<file path="config.mk">
export PLATFORM = sky130hd
export DESIGN_NAME = msb_top
export DESIGN_NICKNAME = d
export VERILOG_FILES = /design/src/msb_pkg.sv /design/src/msb_frame_tick.sv /design/src/msb_top.sv
export VERILOG_INCLUDE_DIRS = /design/src
export SDC_FILE = /design/constraint.sdc
export NUM_CORES = 1
export LEC_CHECK = 0
export BUFFER_PORTS_ARGS = -buffer_cell sky130_fd_sc_hd__buf_2
export CAP_MARGIN = 10
export CELL_PAD_IN_SITES_DETAIL_PLACEMENT = 1
export CELL_PAD_IN_SITES_GLOBAL_PLACEMENT = 1
export CORE_ASPECT_RATIO = 1.4
export CORE_MARGIN = 5
export CORE_UTILIZATION = 32
export DETAILED_ROUTE_END_ITERATION = 10
export PLACE_DENSITY = 0.87
export RECOVER_POWER = 100
export SYNTH_ARGS = -nofsm -noshare
export SYNTH_HDL_FRONTEND = slang
export SYNTH_HIERARCHICAL = 1
export SYNTH_SLANG_ARGS = --single-unit
</file>
<file path="constraint.sdc">
create_clock -name clk -period 2.6 [get_ports clk]
set_input_delay 0.39 -clock clk [delete_from_list [all_inputs] [get_ports clk]]
set_output_delay 0.39 -clock clk [all_outputs]
set_load 0.1 [all_outputs]
</file>
<file path="src/msb_defines.svh">
// Register offsets, field positions, reset values and timing counts of the mode/reset block.
`ifndef MSB_DEFINES_SVH
`define MSB_DEFINES_SVH
`define MSB_OFF_MODE 8'h00
`define MSB_OFF_SRST 8'h02
`define MSB_OFF_CTRL 8'h04
`define MSB_OFF_IRQ_STAT 8'h06
`define MSB_OFF_IRQ_MASK 8'h08
`define MSB_OFF_FILL_STAT 8'h0a
`define MSB_MODE_RST 16'h0000
`define MSB_SRST_RST 16'h0000
`define MSB_MODE_MASK 16'h01ff
`define MSB_SRST_MASK 16'h0003
`define MSB_B_START 0
`define MSB_B_PAT_LO 1
`define MSB_B_PAT_HI 3
`define MSB_B_TXEN 4
`define MSB_B_RXEN 5
`define MSB_B_BDL 6
`define MSB_B_BDH 7
`define MSB_B_PDEN 8
`define MSB_B_PLLRST 0
`define MSB_B_SWRST 1
`define MSB_B_FILLEN 0
`define MSB_EV_DONE 0
`define MSB_EV_ABORT 1
`define MSB_FRAME_NS 125000
`define MSB_CLK_NS 8
`define MSB_FILL_FRAMES 2
`define MSB_CM_AW 12
`define MSB_CM_LAST 12'hfff
`define MSB_IRQ_MASK_BITS 16'h0003
`define MSB_STREAMS 32
`define MSB_HALF_STREAMS 16
`endif

</file>
<file path="src/msb_pkg.sv">
// Types shared by the mode/reset block files.
package msb_pkg;
  typedef enum logic [1:0] {
    MSB_IDLE = 2'b00,
    MSB_FILL = 2'b01,
    MSB_WAIT = 2'b10
  } msb_fill_e;
  typedef logic [15:0] msb_word_t;
endpackage

</file>
<file path="src/msb_frame_tick.sv">
// Frame timing divider: one-cycle pulse per frame.
`timescale 1ns/1ps
`default_nettype none
`include "msb_defines.svh"
module msb_frame_tick #(
  parameter int unsigned FRAME_CYC = `MSB_FRAME_NS / `MSB_CLK_NS
) (
  input wire logic clk,
  input wire logic rstn,
  input wire logic clr,
  output logic tick
);
  logic [31:0] cnt_r;

  // Counter restarts on clr so frames are counted from the fill start.
  always_ff @(posedge clk or negedge rstn) begin
    if (!rstn) begin
      cnt_r <= 32'h0;
    end else if (clr || cnt_r == FRAME_CYC - 1) begin
      cnt_r <= 32'h0;
    end else begin
      cnt_r <= cnt_r + 32'h1;
    end
  end

  assign tick = !clr && (cnt_r == FRAME_CYC - 1);
endmodule
`default_nettype wire

</file>
<file path="src/msb_top.sv">
// Mode selection and software reset register bank with connection-memory block fill.
// Register map, 16-bit words at even byte offsets:
//   0x00 mode select: bit 0 fill start, bits 3:1 fill pattern,
//        bit 4 error transmit enable, bit 5 error receive enable,
//        bit 6 lower half bidir, bit 7 upper half bidir,
//        bit 8 serial pull-down enable.
//   0x02 soft reset: bit 0 PLL reset, bit 1 switch reset.
//   0x04 control: bit 0 fill mode enable.
//   0x06 event status, write one to clear: bit 0 fill done,
//        bit 1 fill aborted.
//   0x08 event mask, same layout as the event status word.
//   0x0a fill state, read only: 0 idle, 1 sweeping, 2 waiting.
// Reserved bits are not stored and always read back as zero.
// Unmapped offsets read zero and ignore writes.
//
// Fill timeline: a fresh start bit with the enable already set launches
// a sweep of all 4096 words, one word per clock, and then the block waits
// for the second frame tick counted from the launch before it drops the
// start bit and flags completion.
// The memory itself is far faster than two frames, but software may rely
// on the start bit staying high for that long, so the wait is kept.
// A start bit that is already high when the enable arrives launches
// nothing; software has to write it low and then high again.
// Dropping the start bit or the enable while busy aborts at once; the
// words written so far stay in the memory, so a partial fill is possible.
// The pattern is read live from the mode word during the sweep, which is
// why software must leave that word alone while the start bit is high.
//
// Soft resets are plain levels with no self-clear; the PLL and the
// switching blocks stay held for as long as their bit reads one.
// Per-stream gating is combinational so that a mode change takes
// effect in the cycle after the write.
// The interrupt is a level: high while any unmasked event bit is set.
//
// Design decision made here: the plain strobed port.
`timescale 1ns/1ps
`default_nettype none
`include "msb_defines.svh"
module msb_top (
  input wire logic clk,
  input wire logic rstn,
  input wire logic [7:0] reg_addr,
  input wire msb_pkg::msb_word_t reg_wdata,
  input wire logic reg_wr,
  input wire logic reg_rd,
  output msb_pkg::msb_word_t reg_rdata,
  input wire logic [31:0] serial_in,
  output logic [31:0] serial_in_eff,
  input wire logic [31:0] serial_bidir_in,
  output logic [31:0] stream_in_sel_bidir,
  output logic upper_half_bidir,
  output logic lower_half_bidir,
  output logic serial_pd_en,
  input wire logic [31:0] err_rx_enable_ch,
  input wire logic [31:0] err_tx_enable_ch,
  output logic [31:0] err_rx_active,
  output logic [31:0] err_tx_active,
  output logic pll_soft_reset,
  output logic switch_soft_reset,
  output logic cm_wr,
  output logic [`MSB_CM_AW-1:0] cm_addr,
  output msb_pkg::msb_word_t cm_low_data,
  output msb_pkg::msb_word_t cm_high_data,
  output logic irq
);
  import msb_pkg::*;

  // ----------------------------------------------------------------
  // Register decode
  // ----------------------------------------------------------------
  msb_word_t mode_r, srst_r, irq_stat_r, irq_mask_r;
  logic fill_mode_enable_r;
  msb_fill_e state_r, state_nxt;
  logic [`MSB_CM_AW-1:0] addr_r;
  logic [1:0] frames_r;
  logic tick;

  wire hit_mode = reg_addr == `MSB_OFF_MODE;
  wire hit_srst = reg_addr == `MSB_OFF_SRST;
  wire hit_ctrl = reg_addr == `MSB_OFF_CTRL;
  wire hit_stat = reg_addr == `MSB_OFF_IRQ_STAT;
  wire hit_mask = reg_addr == `MSB_OFF_IRQ_MASK;
  wire hit_fst = reg_addr == `MSB_OFF_FILL_STAT;
  // Write strobes, one per register, so each register process is a single test.
  wire wr_mode = reg_wr && hit_mode;
  wire wr_srst = reg_wr && hit_srst;
  wire wr_ctrl = reg_wr && hit_ctrl;
  wire wr_stat = reg_wr && hit_stat;
  wire wr_mask = reg_wr && hit_mask;

  // Next values of the software registers; reserved bits are masked off
  // here so they can never be stored, whatever software writes.
  wire [15:0] mode_nxt = reg_wdata & `MSB_MODE_MASK;
  wire [15:0] srst_nxt = reg_wdata & `MSB_SRST_MASK;
  wire [15:0] mask_nxt = reg_wdata & `MSB_IRQ_MASK_BITS;

  // Fields of the mode word that the sequencer reads.
  logic start_was_r;
  wire start_bit = mode_r[`MSB_B_START];
  wire [2:0] fill_pattern = mode_r[`MSB_B_PAT_HI:`MSB_B_PAT_LO];

  // ----------------------------------------------------------------
  // Fill sequencer
  // ----------------------------------------------------------------
  // Abort when start or enable falls while a fill is under way.
  wire busy = state_r != MSB_IDLE;
  wire abort = busy && (!start_bit || !fill_mode_enable_r);
  wire last_word = addr_r == `MSB_CM_LAST;
  // The second frame tick after launch ends the wait; the first one only counts.
  wire last_frame = frames_r == 2'(`MSB_FILL_FRAMES - 1);
  wire finish = busy && !abort && state_r == MSB_WAIT && tick && last_frame;
  // Launch needs both bits and a start level that was low before.
  wire go = state_r == MSB_IDLE && start_bit && fill_mode_enable_r && !start_was_r;

  always_comb begin
    state_nxt = state_r;
    case (state_r)
      MSB_IDLE: begin
        if (go) begin
          state_nxt = MSB_FILL;
        end
      end
      MSB_FILL: begin
        if (abort) begin
          state_nxt = MSB_IDLE;
        end else if (last_word) begin
          state_nxt = MSB_WAIT;
        end
      end
      MSB_WAIT: begin
        if (abort || finish) begin
          state_nxt = MSB_IDLE;
        end
      end
      default: begin
        state_nxt = MSB_IDLE;
      end
    endcase
  end

  // Frame divider, restarted by the launch so that the two frames are
  // counted from the moment the fill begins.
  msb_frame_tick u_tick (
    .clk(clk),
    .rstn(rstn),
    .clr(go),
    .tick(tick)
  );

  // Fill completion is paced to the frame so the result matches the
  // two-frame figure; the memory sweep itself ends far earlier.
  always_ff @(posedge clk or negedge rstn) begin
    if (!rstn) begin
      state_r <= MSB_IDLE;
    end else begin
      state_r <= state_nxt;
    end
  end

  // Sweep address; it returns to zero outside the sweep so that every
  // launch starts at the first word, even after an abort.
  wire [`MSB_CM_AW-1:0] addr_nxt = (state_r == MSB_FILL && !abort) ? addr_r + 1'b1 : '0;
  always_ff @(posedge clk or negedge rstn) begin
    if (!rstn) begin
      addr_r <= '0;
    end else begin
      addr_r <= addr_nxt;
    end
  end

  // Frame count since launch; the launch itself clears it.
  wire [1:0] frames_nxt = go ? 2'd0 : ((tick && busy) ? frames_r + 2'd1 : frames_r);
  always_ff @(posedge clk or negedge rstn) begin
    if (!rstn) begin
      frames_r <= 2'd0;
    end else begin
      frames_r <= frames_nxt;
    end
  end

  // Level of start last cycle, so only a fresh 0 to 1 starts a fill.
  always_ff @(posedge clk or negedge rstn) begin
    if (!rstn) begin
      start_was_r <= 1'b0;
    end else begin
      start_was_r <= start_bit && !go && state_r == MSB_IDLE;
    end
  end

  // ----------------------------------------------------------------
  // Connection memory write port
  // ----------------------------------------------------------------
  // Strobe and address are registered together so the memory sees a
  // matching pair; no word goes out in the cycle in which an abort appears.
  wire sweep_wr = state_r == MSB_FILL && !abort;
  always_ff @(posedge clk or negedge rstn) begin
    if (!rstn) begin
      cm_wr <= 1'b0;
      cm_addr <= '0;
    end else begin
      cm_wr <= sweep_wr;
      cm_addr <= addr_r;
    end
  end

  // Data words are constant over a sweep; only the pattern field is live.
  wire [15:0] low_word = {13'h0, fill_pattern};
  always_ff @(posedge clk or negedge rstn) begin
    if (!rstn) begin
      cm_low_data <= 16'h0000;
      cm_high_data <= 16'h0000;
    end else begin
      cm_low_data <= low_word;
      cm_high_data <= 16'h0000;
    end
  end

  // ----------------------------------------------------------------
  // Registers
  // ----------------------------------------------------------------
  // Hardware clear of start on completion; a write in the same cycle
  // wins since software asked for a new fill.
  always_ff @(posedge clk or negedge rstn) begin
    if (!rstn) begin
      mode_r <= `MSB_MODE_RST;
    end else if (wr_mode) begin
      mode_r <= mode_nxt;
    end else if (finish) begin
      mode_r[`MSB_B_START] <= 1'b0;
    end
  end

  // Soft reset levels go straight to the PLL and the switch; there is no
  // self-clear, so software must write the bit low to release the block.
  always_ff @(posedge clk or negedge rstn) begin
    if (!rstn) begin
      srst_r <= `MSB_SRST_RST;
    end else if (wr_srst) begin
      srst_r <= srst_nxt;
    end
  end

  // Fill mode enable; dropping it during a fill aborts the fill.
  always_ff @(posedge clk or negedge rstn) begin
    if (!rstn) begin
      fill_mode_enable_r <= 1'b0;
    end else if (wr_ctrl) begin
      fill_mode_enable_r <= reg_wdata[`MSB_B_FILLEN];
    end
  end

  // Event mask, same layout as the status word.
  always_ff @(posedge clk or negedge rstn) begin
    if (!rstn) begin
      irq_mask_r <= 16'h0000;
    end else if (wr_mask) begin
      irq_mask_r <= mask_nxt;
    end
  end

  // Sticky events: set wins over a write-one clear, so an event that
  // lands in the clearing cycle is never lost.
  wire [15:0] ev = {14'h0000, abort, finish};
  wire [15:0] stat_clr = wr_stat ? reg_wdata : 16'h0000;
  wire [15:0] stat_nxt = (irq_stat_r & ~stat_clr) | ev;
  always_ff @(posedge clk or negedge rstn) begin
    if (!rstn) begin
      irq_stat_r <= 16'h0000;
    end else begin
      irq_stat_r <= stat_nxt;
    end
  end

  assign irq = |(irq_stat_r & irq_mask_r);

  // Read mux; unmapped addresses read zero, data one cycle later.
  // Reads have no side effects, so polling the start bit is harmless.
  wire [15:0] ctrl_word = {15'h0000, fill_mode_enable_r};
  wire [15:0] fst_word = {14'h0000, state_r};
  wire [15:0] rd_mux = hit_mode ? mode_r :
                       hit_srst ? srst_r :
                       hit_ctrl ? ctrl_word :
                       hit_stat ? irq_stat_r :
                       hit_mask ? irq_mask_r :
                       hit_fst ? fst_word : 16'h0000;
  always_ff @(posedge clk or negedge rstn) begin
    if (!rstn) begin
      reg_rdata <= 16'h0000;
    end else begin
      reg_rdata <= reg_rd ? rd_mux : 16'h0000;
    end
  end

  // ----------------------------------------------------------------
  // Mode outputs and stream steering
  // ----------------------------------------------------------------
  assign upper_half_bidir = mode_r[`MSB_B_BDH];
  assign lower_half_bidir = mode_r[`MSB_B_BDL];
  assign serial_pd_en = mode_r[`MSB_B_PDEN];
  assign pll_soft_reset = srst_r[`MSB_B_PLLRST];
  assign switch_soft_reset = srst_r[`MSB_B_SWRST];

  // In bidir mode the shared pin feeds the switch in place of the dedicated input.
  // Per-stream results are gathered on nets first and handed to the ports
  // whole, so each output has exactly one continuous driver.
  wire [31:0] bd_vec;
  wire [31:0] in_eff_vec;
  wire [31:0] rx_act_vec;
  wire [31:0] tx_act_vec;
  genvar i;
  generate
    for (i = 0; i < `MSB_STREAMS; i++) begin : g_strm
      wire bd = (i >= `MSB_HALF_STREAMS) ? upper_half_bidir : lower_half_bidir;
      assign bd_vec[i] = bd;
      assign in_eff_vec[i] = bd ? serial_bidir_in[i] : serial_in[i];
      assign rx_act_vec[i] = err_rx_enable_ch[i] && mode_r[`MSB_B_RXEN];
      assign tx_act_vec[i] = err_tx_enable_ch[i] && mode_r[`MSB_B_TXEN];
    end
  endgenerate

  // Port hand-off of the per-stream results.
  assign stream_in_sel_bidir = bd_vec;
  assign serial_in_eff = in_eff_vec;
  assign err_rx_active = rx_act_vec;
  assign err_tx_active = tx_act_vec;
endmodule
`default_nettype wire

</file>
==> impl_metrics.env <==
export IMPL_drive_gt1_share_pct=39.50
export IMPL_clk_latency_ns=0.36
export IMPL_synthAdderAreaFrac_pct=0.8220
export IMPL_drtIter0Drc=208
export IMPL_busiest_layer="met2"
export IMPL_numCtsBuffers=9
export IMPL_skew_ns=0.01104
export IMPL_synthXorXnorAreaFrac_pct=2.158
export IMPL_antenna_found_initial=4
export IMPL_place_area_um2=7611
export IMPL_p_total_uw=5222
export IMPL_htree_levels=3
export IMPL_p_int_uw=2884
export IMPL_yosysSeqAreaShare_pct=45.62
export IMPL_crit_type="flip-flop to output pin"
export IMPL_ios=351
export IMPL_fp_dieW_um=126.6
export IMPL_yosys_area_share_simple_pct=22.71
export IMPL_clk_pin_slew_ns=0.08
export IMPL_synth_top_family_by_area="simple AND/OR/NAND/NOR gates"
export IMPL_ys_dominant_reg_cell="dfrtp_1"
export IMPL_vdd_ir_drop_max_v=0.0004671
export IMPL_post_cts_repair_setup_buffers=0
export IMPL_combPwrFrac_pct=34.1
export IMPL_drtPass1Iterations=4
export IMPL_fmax_mhz=400.0
export IMPL_ys_seq_elements=111
export IMPL_finalCritPeriodShare_pct=96.14
export IMPL_setup_tns_final_ns=0
export IMPL_syn_avg_cell_area_um2=10.25
export IMPL_place_gp_congestion=0.8785
export IMPL_cts_tree="yes"
export IMPL_cts_sinks=111
export IMPL_drc=0
export IMPL_rsz0062_at_grt="no"
export IMPL_yosysWarnings=6
export IMPL_setup_viol=0
export IMPL_synth_cell_types=52
export IMPL_start_util_pct=32.60
export IMPL_netlist_instances=594
export IMPL_max_slew_margin_rel_pct=9.751
export IMPL_vias=5597
export IMPL_grt_max_degree=95
export IMPL_period_needed_ns=2.500
export IMPL_wl_um=22560
export IMPL_clock_path_buffers=2
export IMPL_worst_slew_pin_slew_ns=1.360
export IMPL_status="complete, no violations"
export IMPL_die_area_um2=21920
export IMPL_grtUsageMet3_pct=5.802
export IMPL_rows=59
export IMPL_synthMuxAreaShare_pct=9.125
export IMPL_viasPerCell=4.971
export IMPL_clock_root_buffer="clkbuf_16"
export IMPL_grt_remaining_overflow=0
export IMPL_clkPwrFrac_pct=26.6
export IMPL_core_area_um2=18680
export IMPL_path_max_fanout=35
export IMPL_use_met2_pct=34.72
export IMPL_syn_area_um2=6088
export IMPL_arrival_ns=2.11
export IMPL_hold_class="input port to flip-flop"
export IMPL_n_fill_cell=2269
export IMPL_dieHeight_um=173.2
export IMPL_wire_per_inst_um=20.03
export IMPL_p_sw_share_pct=44.77
export IMPL_startpoint_type="flip-flop"
export IMPL_dp_hpwl_um=18110
export IMPL_p_sw_uw=2338
export IMPL_fin_nets=1036
export IMPL_antenna_left=0
export IMPL_synth_compound_area_share_pct=9.412
export IMPL_design_area_um2=7802
export IMPL_met1_usage_pct=24.61
export IMPL_syn_to_final_growth_pct=28.15
export IMPL_io_buffers=321
export IMPL_endpoint_kind="output pin"
export IMPL_async_reset_ff_share_pct=100.0
export IMPL_seq_power_share_pct=39.3
export IMPL_grt_pass1_wl_um=34710
export IMPL_grt_pass1_vias=6092
export IMPL_synth_edf_count=0
export IMPL_grt_util_all_layers_pct=20.18
export IMPL_required_ns=2.21
export IMPL_hold_viol=0
export IMPL_slew_violations=0
export IMPL_maxCapViolCount=0
export IMPL_powerDensity_nw_per_um2=669.3
export IMPL_p_leak_uw=0.003859
==> Yosys cell counts, types with 2 or more instances <==
cell,n,share of area (%)
nor4_4,2,0.70
dfrtp_1,111,46
nor4_1,7,0.72
and4_1,7,1.0
a22oi_1,7,0.86
or3_1,12,1.2
buf_2,5,0.41
nor4b_1,3,0.43
o21ai_0,18,1.5
mux2i_1,6,0.99
nor3_1,3,0.25
ha_1,4,0.82
nand2b_1,4,0.41
o311ai_0,2,0.29
o31ai_1,15,1.8
inv_1,14,0.86
nand4_1,17,1.7
or4_1,18,2.2
a22o_1,2,0.29
nor2_1,31,1.9
buf_4,61,7.5
a21boi_0,14,1.7
xor2_1,7,1.0
and3_1,3,0.31
clkbuf_1,17,1.0
a21oi_1,27,2.2
mux2_2,44,8.1
nor2b_1,2,0.21
nand2_1,15,0.92
xnor2_1,8,1.2
and2_1,74,7.6
nand3_1,14,1.2
==> kinds of logic (layout without fill, tap and decap cells) <==
group,after synthesis,count (layout)
AO/OA/AOI/OAI,90,90
XOR/XNOR,15,15
adder cells (fa/ha/maj),4,4
buffers and inverters,99,358
flip-flops,111,111
multiplexers,50,50
other,1,30
AND/OR/NAND/NOR,224,224
==> cell type report <==
cell class / instances / area (um^2) / share of cell area (%)
inverter: 14 / 52.55 / 0.6735
tap: 244 / 305.3 / 3.913
multi-input combinational: 412 / 2756 / 35.33
sequential: 111 / 2780 / 35.63
clock inverter: 7 / 75.07 / 0.9622
antenna: 1 / 2.502 / 0.03207
timing repair buffer: 328 / 1605 / 20.57
clock buffer: 9 / 225.2 / 2.886
==> power by group through the flow <==
stage | combinational (uW) | sequential, uW | clock (uW)
2_1_floorplan | 1250 | 2360 | 0
3_3_place_gp | 1780 | 2070 | 0
3_5_place_dp | 1810 | 2080 | 0
4_1_cts | 1810 | 2050 | 1440
5_1_grt | 1870 | 2080 | 1520
6_report | 1780 | 2050 | 1390
==> worst max-delay path, stage by stage (launching register included) <==
cell      delay [ns]
dfrtp_2         0.92
mux2_2          0.44
clkbuf_2        0.38
==> what timing repair did <==
item	4_1_cts	5_1_grt
gates resized for setup	0	1
hold buffers	1	0
hold endpoints to repair	17	0
setup endpoints to repair	0	1
==> metal layers <==
layer | up-vias | part of all wire (%)
li1 | 2576 | -
met1 | 2743 | 40
met2 | 249 | 50
met3 | 25 | 8.4
met4 | 4 | 1.5
met5 | - | 0.15
==> per-stage QoR <==
stage               hold WS (ns)  utilization (%)  worst slack [ns]  cells
global placement          0.2769            40.75            0.4714   1108
floorplan                0.09441                -            0.2281    622
CTS                       0.2042            42.41            0.1672   1125
global route              0.2027            41.76           0.03355   1125
detailed placement        0.2817            40.75            0.3646   1108
finish                    0.2183            41.78            0.1003   1126
==> state kept, by name (all words and copies together) (netlist names) <==
signal,flops
u_tick/cnt_r,32
irq_stat_r,16
reg_rdata,16
addr_r,12
cm_addr,12
mode_r,9
cm_low_data,3
frames_r,2
irq_mask_r,2
srst_r,2
state_r,2
cm_wr,1
fill_mode_enable_r,1
start_was_r,1
==> final timing paths <==
path | slack, ns | depth (start not counted) | from | endpoint
setup / recovery | 0.10 | 2 | mode_r[6] | serial_in_eff[3]
hold / removal | 0.22 | 2 | reg_wdata[9] | irq_stat_r[9]
setup reg to reg | 0.28 | 8 | u_tick/cnt_r[0] | frames_r[0]
hold reg to reg | 0.41 | 0 | mode_r[3] | cm_low_data[2]
max in group asynchronous | 0.48 | 3 | rstn | mode_r[7]
min in group asynchronous | 0.71 | 2 | rstn | reg_rdata[14]
==> cell usage in the layout, fill, tap and decap left out, types with 12 or more instances in the layout <==
master	synthesis	routed
buf_2	5	159
clkbuf_2	0	123
dfrtp_1	111	109
and2_1	74	69
mux2_2	44	43
clkbuf_1	17	42
nor2_1	31	31
conb_1	1	29
a21oi_1	27	27
or4_1	18	19
o21ai_0	18	18
nand4_1	17	17
nand2_1	15	15
o31ai_1	15	15
a21boi_0	14	14
inv_1	14	14
nand3_1	14	14
or3_1	12	12
Power figures use the tool's default switching activity.
